`src/logic/aote_regs.svh`:
```
/*
  Codes and timing counts of the analog output timing engine.
  Assumes the engine is clocked at the chassis timebase rate.
*/
`ifndef AOTE_REGS_SVH
`define AOTE_REGS_SVH

// Begin trigger source selection
`define AOTE_SRC_HOST     3'h0
`define AOTE_SRC_TERM     3'h1
`define AOTE_SRC_AI_REF   3'h2
`define AOTE_SRC_AI_START 3'h3
`define AOTE_SRC_ACMP     3'h4
`define AOTE_SRC_DIN0     3'h5
`define AOTE_SRC_DIN1     3'h6

// Continuous generation modes
`define AOTE_MODE_REGEN    2'h0
`define AOTE_MODE_ONBOARD  2'h1
`define AOTE_MODE_NONREGEN 2'h2

// Programmable terminal routes; the timebase has no route
`define AOTE_ROUTE_NONE   2'h0
`define AOTE_ROUTE_UPDATE 2'h1
`define AOTE_ROUTE_BEGIN  2'h2

`define AOTE_ONBOARD_MAX_CH 6'h10

// Pin slots of the synchroniser array
`define AOTE_PIN_TB    0
`define AOTE_PIN_UCLK  1
`define AOTE_PIN_TERM  2
`define AOTE_PIN_HOLD  3
`define AOTE_PIN_DIN0  4
`define AOTE_PIN_DIN1  5

`define AOTE_CLK_NS  40
`define AOTE_FILT_NS 200
`define AOTE_FILT_CYC ((`AOTE_FILT_NS + `AOTE_CLK_NS - 1) / `AOTE_CLK_NS)

`endif

```
`src/logic/aote_pkg.sv`:
```
/*
  Types of the analog output timing engine.
  Assumes nothing of its surroundings.
*/
package aote_pkg;

  typedef enum logic [2:0]
  {
    ST_IDLE,
    ST_ARM,
    ST_DELAY,
    ST_RUN,
    ST_DONE
  } aote_state_t;

endpackage : aote_pkg

```
`src/logic/aote_engine.sv`:
```
/*
  Analog output timing engine: update clock divider, begin trigger,
  hold trigger, sample FIFO and software-timed conversion path.
  Assumes host data, commands and module masks come from logic on clk;
  external pins arrive asynchronously and are synchronised here.
*/
// Operation
// - every channel of the hardware task updates together per update pulse
// - update clock is a divided internal or external timebase
// - timebase is never offered on an output terminal
// - update clock routable to terminal, active high unless inverted
// - generation begins on trigger, or on software start without trigger
// - internal clock inserts programmable delay after the begin trigger
// - digital begin source selectable, rising or falling edge
// - analog comparison source begins on its first configured edge
// - hardware generation always passes through the onboard FIFO
// - finite mode stops after the preset sample count
// - continuous mode runs until a stop command
// - regeneration accepts new host data at any time
// - onboard regeneration loads once, replays, then refuses host data
// - onboard regeneration limited to sixteen channels
// - non-regeneration never repeats samples; empty FIFO raises underflow
// - reject a module split between hardware and software tasks
// - either task kind may span several modules
// - one software conversion per host command, no pacing
// - one simultaneous software task, never beside a hardware task
// - optional filters on update clock, begin and hold, not timebase
// - two parallel digital input modules may supply the trigger
// - hold blocks new samples from the next sample boundary
// - external clock resumes on next edge; internal resumes at once (here the internal divider finishes its paused count)
// - begin trigger routable to terminal as active high pulse
`timescale 1ns/1ns
`include "aote_regs.svh"

module aote_engine #(
  parameter int DW    = 64,
  parameter int DEPTH = 16,
  parameter int CW    = 16,
  parameter int SCW   = 24,
  parameter int NM    = 8
) (
  input  wire logic              clk,
  input  wire logic              rst,
  input  wire logic              ext_timebase,
  input  wire logic              ext_update_clk,
  input  wire logic              term_begin,
  input  wire logic              output_hold_trigger,
  input  wire logic              din0_trigger,
  input  wire logic              din1_trigger,
  input  wire logic              ai_ref_trigger,
  input  wire logic              ai_start_trigger,
  input  wire logic              acmp_event,
  input  wire logic              host_begin_pulse,
  input  wire logic              timebase_ext,
  input  wire logic              update_clk_ext,
  input  wire logic [CW-1:0]     divisor,
  input  wire logic [CW-1:0]     start_delay,
  input  wire logic [2:0]        begin_src,
  input  wire logic              begin_fall,
  input  wire logic              trig_none,
  input  wire logic              hold_en,
  input  wire logic              hold_level,
  input  wire logic [2:0]        filter_en,
  input  wire logic              finite_mode,
  input  wire logic [SCW-1:0]    sample_count,
  input  wire logic [1:0]        regen_mode,
  input  wire logic [5:0]        chan_count,
  input  wire logic [NM-1:0]     hw_mask,
  input  wire logic [NM-1:0]     sw_mask,
  input  wire logic [1:0]        term_route,
  input  wire logic              update_invert,
  input  wire logic              sw_start,
  input  wire logic              sw_stop,
  input  wire logic              sw_clear,
  input  wire logic              sw_open_req,
  input  wire logic              sw_close_req,
  input  wire logic              sw_convert,
  input  wire logic [DW-1:0]     sw_value,
  input  wire logic              host_valid,
  input  wire logic [DW-1:0]     host_data,
  output logic                   host_ready,
  output logic                   dac_update,
  output logic [DW-1:0]          dac_data,
  output logic [NM-1:0]          dac_modules,
  output logic                   sw_update,
  output logic [DW-1:0]          sw_data,
  output logic                   programmable_terminal,
  output logic                   underflow,
  output logic                   cfg_reject,
  output logic                   running,
  output logic                   finished
);

  localparam int AW = $clog2(DEPTH);
  localparam int NP = 6;
  localparam int FW = 4;
  localparam logic [FW-1:0] FILT_LAST = FW'(`AOTE_FILT_CYC - 1);
  localparam logic [AW:0]   FULL      = (AW + 1)'(DEPTH);

  if (DEPTH < 2 || (DEPTH & (DEPTH - 1)) != 0 || `AOTE_FILT_CYC > 16)
  begin : g_check
    $error("aote_engine: DEPTH must be a power of two of at least 2");
  end

  typedef struct packed {
    aote_pkg::aote_state_t     st;
    logic [NP-1:0][2:0]        sy;
    logic [NP-1:0]             stb;
    logic [NP-1:0][FW-1:0]     fc;
    logic [NP-1:0]             cln;
    logic                      tb_prev;
    logic                      uc_prev;
    logic                      tr_prev;
    logic [CW-1:0]             div;
    logic [CW-1:0]             dly;
    logic [SCW-1:0]            done_cnt;
    logic [DEPTH-1:0][DW-1:0]  mem;
    logic [AW-1:0]             wp;
    logic [AW-1:0]             rp;
    logic [AW:0]               cnt;
    logic                      loaded;
    logic                      sw_open;
    logic                      host_ready;
    logic                      dac_update;
    logic [DW-1:0]             dac_data;
    logic [NM-1:0]             dac_modules;
    logic                      sw_update;
    logic [DW-1:0]             sw_data;
    logic                      term;
    logic                      underflow;
    logic                      cfg_reject;
    logic                      running;
    logic                      finished;
  } aote_st_t;

  aote_st_t q;
  aote_st_t n;

  logic [NP-1:0] pins;
  logic [NP-1:0] fe;
  logic [7:0]    srcs;
  logic          onboard;
  logic          tb_tick;
  logic          int_tick;
  logic          uc_tick;
  logic          hold_act;
  logic          trig_sel;
  logic          trig_evt;
  logic          cfg_bad;
  logic          do_push;

  assign pins = {din1_trigger, din0_trigger, output_hold_trigger,
                 term_begin, ext_update_clk, ext_timebase};
  assign fe = {filter_en[1], filter_en[1], filter_en[2], filter_en[1],
               filter_en[0], 1'b0};
  assign onboard = regen_mode == `AOTE_MODE_ONBOARD;
  assign tb_tick = timebase_ext ? (q.cln[`AOTE_PIN_TB] & ~q.tb_prev) : 1'b1;
  assign int_tick = tb_tick && q.div == divisor - 1'b1;
  assign uc_tick = update_clk_ext ? (q.cln[`AOTE_PIN_UCLK] & ~q.uc_prev)
                                  : int_tick;
  assign hold_act = hold_en && q.cln[`AOTE_PIN_HOLD] == hold_level;
  assign srcs = {1'b0, q.cln[`AOTE_PIN_DIN1], q.cln[`AOTE_PIN_DIN0],
                 acmp_event, ai_start_trigger, ai_ref_trigger,
                 q.cln[`AOTE_PIN_TERM], host_begin_pulse};
  assign trig_sel = srcs[begin_src];
  assign trig_evt = begin_fall ? (~trig_sel & q.tr_prev)
                               : (trig_sel & ~q.tr_prev);
  assign cfg_bad = (|(hw_mask & sw_mask))
                || (onboard && chan_count > `AOTE_ONBOARD_MAX_CH)
                || q.sw_open;
  assign do_push = host_valid && q.host_ready;

  always_comb
  begin
    logic go;
    logic upd;
    logic pop;
    go  = 1'b0;
    upd = 1'b0;
    pop = 1'b0;
    n = q;
    n.sw_update = 1'b0;
    n.tb_prev = q.cln[`AOTE_PIN_TB];
    n.uc_prev = q.cln[`AOTE_PIN_UCLK];
    n.tr_prev = trig_sel;
    for (int i = 0; i < NP; i++)
    begin
      n.sy[i] = {q.sy[i][1:0], pins[i]};
      if (q.sy[i][1] == q.sy[i][2])
        n.stb[i] = q.sy[i][2];
      if (!fe[i] || q.stb[i] == q.cln[i])
      begin
        n.fc[i] = '0;
        n.cln[i] = q.stb[i];
      end
      else if (q.fc[i] == FILT_LAST)
      begin
        n.fc[i] = '0;
        n.cln[i] = q.stb[i];
      end
      else
        n.fc[i] = q.fc[i] + 1'b1;
    end
    if (sw_clear || sw_stop)
      n.underflow = 1'b0;
    unique case (q.st)
      aote_pkg::ST_IDLE, aote_pkg::ST_DONE:
      begin
        if (sw_start)
        begin
          n.cfg_reject = cfg_bad;
          if (!cfg_bad && trig_none)
            go = 1'b1;
          else if (!cfg_bad)
            n.st = aote_pkg::ST_ARM;
        end
      end
      aote_pkg::ST_ARM:
        if (trig_evt)
          go = 1'b1;
      aote_pkg::ST_DELAY:
      begin
        if (q.dly == start_delay - 1'b1)
          n.st = aote_pkg::ST_RUN;
        else
          n.dly = q.dly + 1'b1;
      end
      aote_pkg::ST_RUN:
      begin
        if (uc_tick && !hold_act)
        begin
          if (onboard && q.cnt != '0)
          begin
            upd = 1'b1;
            n.dac_data = q.mem[q.rp];
            n.rp = ({1'b0, q.rp} + 1'b1 == q.cnt) ? '0 : q.rp + 1'b1;
          end
          else if (!onboard && q.cnt != '0)
          begin
            upd = 1'b1;
            pop = 1'b1;
            n.dac_data = q.mem[q.rp];
            n.rp = q.rp + 1'b1;
          end
          // never repeat; flag the starved sample
          else if (regen_mode == `AOTE_MODE_NONREGEN)
            n.underflow = 1'b1;
        end
        if (upd)
          n.done_cnt = q.done_cnt + 1'b1;
        if (upd && finite_mode && q.done_cnt + 1'b1 == sample_count)
          n.st = aote_pkg::ST_DONE;
      end
      default:
        n.st = aote_pkg::ST_IDLE;
    endcase
    if (go)
    begin
      n.cfg_reject = 1'b0;
      n.done_cnt = '0;
      n.dly = '0;
      n.loaded = onboard;
      // delay only with the internal clock
      n.st = (!update_clk_ext && start_delay != '0) ? aote_pkg::ST_DELAY
                                                    : aote_pkg::ST_RUN;
    end
    if (q.st != aote_pkg::ST_RUN)
      n.div = '0;
    else if (tb_tick && !hold_act)
      n.div = int_tick ? '0 : q.div + 1'b1;
    if (do_push)
    begin
      n.mem[q.wp] = host_data;
      n.wp = q.wp + 1'b1;
    end
    if (do_push && !pop)
      n.cnt = q.cnt + 1'b1;
    else if (pop && !do_push)
      n.cnt = q.cnt - 1'b1;
    if (sw_open_req && (q.sw_open || q.running))
      n.cfg_reject = 1'b1;
    else if (sw_open_req)
      n.sw_open = 1'b1;
    if (sw_close_req)
      n.sw_open = 1'b0;
    if (sw_convert)
    begin
      n.sw_update = 1'b1;
      n.sw_data = sw_value;
    end
    if (sw_stop)
    begin
      n.st = aote_pkg::ST_IDLE;
      n.wp = '0;
      n.rp = '0;
      n.cnt = '0;
      n.loaded = 1'b0;
      upd = 1'b0;
    end
    // one strobe for all hardware-task modules
    n.dac_update = upd;
    n.dac_modules = upd ? hw_mask : '0;
    n.host_ready = n.cnt != FULL && !n.loaded;
    n.running = n.st == aote_pkg::ST_ARM || n.st == aote_pkg::ST_DELAY
             || n.st == aote_pkg::ST_RUN;
    n.finished = n.st == aote_pkg::ST_DONE;
    unique case (term_route)
      `AOTE_ROUTE_UPDATE: n.term = upd ^ update_invert;
      `AOTE_ROUTE_BEGIN:  n.term = go;
      default:            n.term = 1'b0;
    endcase
  end

  always_ff @(posedge clk or posedge rst)
  begin
    if (rst)
      q <= '0;
    else
      q <= n;
  end

  assign host_ready            = q.host_ready;
  assign dac_update            = q.dac_update;
  assign dac_data              = q.dac_data;
  assign dac_modules           = q.dac_modules;
  assign sw_update             = q.sw_update;
  assign sw_data               = q.sw_data;
  assign programmable_terminal = q.term;
  assign underflow             = q.underflow;
  assign cfg_reject            = q.cfg_reject;
  assign running               = q.running;
  assign finished              = q.finished;
endmodule : aote_engine

```
`config.mk`:
```
export PLATFORM = sky130hd
export DESIGN_NAME = aote_engine
export DESIGN_NICKNAME = d
export VERILOG_FILES = /design/src/logic/aote_pkg.sv /design/src/logic/aote_engine.sv
export VERILOG_INCLUDE_DIRS = /design/src /design/src/logic
export SDC_FILE = /design/constraint.sdc
export NUM_CORES = 2
export LEC_CHECK = 0
export BUFFER_PORTS_ARGS = -buffer_cell sky130_fd_sc_hd__buf_2
export CORE_MARGIN = 2
export CORE_UTILIZATION = 42
export CTS_BUF_LIST = sky130_fd_sc_hd__clkbuf_8
export DETAILED_ROUTE_END_ITERATION = 12
export PLACE_DENSITY = 0.72
export RECOVER_POWER = 100
export SETUP_SLACK_MARGIN = 0.05
export SYNTH_ARGS = -nofsm -noshare
export SYNTH_HDL_FRONTEND = slang
export SYNTH_SLANG_ARGS = --single-unit
```
`constraint.sdc`:
```
create_clock -name clk -period 38.7 [get_ports clk]
set_input_delay 5.805 -clock clk [delete_from_list [all_inputs] [get_ports clk]]
set_output_delay 5.805 -clock clk [all_outputs]
set_load 0.02 [all_outputs]
```
==> reports/qor.txt <==
WS Path Type: primary input to asynchronous set/reset pin
vias per cell: 5.55
#FFs+latches synth: 1,295
Worst EP required: 38.76 ns
Post-Place Cells: 5,890
post-layout net count: 4,473
Gate Count Post-Synth: 3,987
most frequent cell after synthesis: dfrtp_1
Top delay family on crit path: buffers and inverters
CTS tree: built
CTS HTree Levels: 4
Post-synth top cells: 1,295 x dfrtp_1, 1,156 x mux2_2, 321 x mux4_2
critical path depth: 7
DR pass1 iterations: 5
Hold Crit Class: register to register
largest net degree at the start of global routing: 184
worst-margin pin slew: 7.27 ns
final core utilization: 46.8%
drt initial violations: 2,367
Core ar.: 142,000 sq um
antenna viol nets, final: 0
Syn-to-layout area delta: 10.6%
Reg-to-Reg End: q[153]
WHS: 0.346 ns
initial antenna violation count: 26
Post-synth ARST share: 100%
critical-path cell list: buf_2 > clkinvlp_2 > clkbuf_1 > clkbuf_1 > clkbuf_1 > clkbuf_1 > clkbuf_1
Power Dens Cells: 45.6 nW/um^2
top-area cell type share of the netlist area: 54.1%
sequential element share of the synthesized area: 54.1%
Final TNS setup: 0 ns
worst reg2reg path depth: 12
Post-CTS Setup Repair Bufs: 0
dpl hpwl: 82.8 mm
clock sink count: 1,295
number of synthesized flops with an enable pin: 0
# IOs: 387
Die Width: 382 microns
# resized after CTS: 0
Clock Skew: 0.0324 ns
critical path launch point type: primary input
Final setup viols: 0
Final Hold Viols: 0
vias in the first global route: 36,700
total gr overflow: 0
Die Y: 382 microns
Achievable Freq: 51.3 MHz
Worst-path clk slew: 0.06 ns
pins over their slew limit: 2,383
end point of the critical path: sw_data[33]
count of maximum capacitance violations: 52
cell taking the most area after synthesis: dfrtp_1
worst setup margin: 19.19 ns
synthesized cell area: 59,900 sq um
routed vias: 34,800
Total GRT Usage: 19.6%
RR Startpoint: q[1230]
Distinct cells, synth: 80
first-pass GRT wire length: 221 mm
most used cell, CP: clkbuf_1
Final Power: 3.02 mW
Port Buffers: 386
Crit path largest cell delay: 3.03 ns
crit path capture type: asynchronous set/reset pin
fin crit period: 19.51 ns
failing checks: max-capacitance violations, max-slew violations
routed len/inst: 22.6 microns
top cells by area, synth: dfrtp_1 54%, mux2_2 22%, mux4_2 12%
ys flop type: dfrtp_1
final period utilization: 50.4%
Initial Util: 42.3%
post-route cell area: 66,200 sq um
CTS Hold Buffers Added: 0
CTS Buf Count: 203
Rel. slew slack: -385%
final wirelength: 142 mm
Final Non-Filler Cells: 6,269
Placer Congestion: 0.810
Mapped Avg Cell Area: 15.0 sq um
share of layout cells above drive strength 1: 47.0%
clock latency on the worst-skew pair: 0.92 ns
Clock Tree Root: clkbuf_8
outcome: finished, violations left
DP Area: 62,500 sq um
slowest stage cell, crit path: clkbuf_1
pre-CTS setup slack: 28.00 ns
Setup crit start: rst
CP bufs+invs: 7
CP arrival: 19.57 ns
Syn Nets: 4,255
static leakage: 30.8 nW
flop2flop setup slack: 30.90 ns
row cnt: 138
total number of yosys warnings: 0
Die Area: 146,000 sq um
critical path fanouts, max: 79
DRC viols: 0
Max IR drop VDD: 0.0000302 V
RSZ-0062 raised after global routing: no
clock tree buffer depth: 3
## layer usage
metal | share of wire [%] | track usage (%) | vias to the layer above
met5 | 0.063 | 0 | -
met2 | 50 | 33.0 | 933
met1 | 42 | 25.3 | 18500
met3 | 6.0 | 4.31 | 270
li1 | - | - | 15000
met4 | 2.5 | 6.02 | 14
## area by class of cell
| cell class | instances | area [sq um] |
|---|---|---|
| Tap cell | 1890 | 2360 |
| Fill cell | 12400 | 75400 |
| Multi-Input combinational cell | 2222 | 25000 |
| Clock inverter | 105 | 552 |
| Timing Repair Buffer | 438 | 2000 |
| Antenna cell | 10 | 25.0 |
| Clock buffer | 264 | 3630 |
| Inverter | 45 | 170 |
| Sequential cell | 1295 | 32400 |
## registers in the layout, summed over array words and instances (netlist names)
name / flops
q: 1136
dac_data: 64
sw_data: 64
n: 15
dac_modules: 8
cfg_reject: 1
dac_update: 1
finished: 1
host_ready: 1
programmable_terminal: 1
running: 1
sw_update: 1
underflow: 1
## power breakdown
part	internal [mW]	switching, mW	total, mW
clock network	0.624	0.540	1.16
logic	0.174	0.136	0.310
registers	1.48	0.0632	1.54
## worst min path at each step
stage / from / end / slack (ns) / depth (start not counted)
after CTS: n[1279] / n[1280] / 0.34 / 0
after detailed placement: n[1282] / n[1283] / 0.34 / 0
after global routing: n[1291] / n[1292] / 0.36 / 0
after global placement: n[1291] / n[1292] / 0.34 / 0
final: n[1279] / n[1280] / 0.35 / 0
after floorplan: n[1279] / n[1280] / 0.33 / 0
## cells by family (layout without fill, tap and decap cells)
| logic type | Yosys count | in the layout | share of synthesized area [%] |
|---|---|---|---|
| multiplexers | 1490 | 1490 | 34.0 |
| AND/OR/NAND/NOR | 396 | 396 | 3.53 |
| AO/OA/AOI/OAI | 194 | 194 | 2.13 |
| other | 0 | 10 | 0 |
| adder cells (fa/ha/maj) | 33 | 33 | 0.656 |
| flip-flops | 1295 | 1295 | 54.1 |
| buffers and inverters | 470 | 852 | 3.91 |
| XOR/XNOR | 109 | 109 | 1.59 |
## cells in the final DEF (no fill, tap or decap), drive strengths merged, types with 3 or more instances in the layout
cell	count
clkbuf	453
o21a	5
nor2	99
and2	19
o31ai	18
maj3	8
nand2b	15
buf	249
mux4	321
nor3b	5
o21ai	79
o211ai	11
nand2	80
nand3b	5
ha	25
a211oi	7
clkinv	28
nor3	29
a22oi	3
mux2	1156
or4	10
clkinvlp	8
a21oi	28
or2	3
diode	10
a31oi	4
xnor2	72
nand4	17
inv	112
nor4	16
xor2	37
nand3	42
or3	11
a21o	5
a2111oi	3
mux2i	13
nor2b	7
o311ai	3
dfrtp	1295
and3	29
## worst register-to-register path, stage by stage (launching register included)
cell,delay [ns]
dfrtp_1,0.44
xnor2_1,0.18
nor3_1,0.18
o2111ai_1,0.16
nor4_1,0.34
nand4_1,0.24
o21ba_1,0.36
nor3_4,0.19
clkbuf_1,2.02
clkbuf_1,2.91
nor2_1,0.12
o21ai_0,0.37
o41ai_2,0.12
Power figures use the tool's default switching activity.
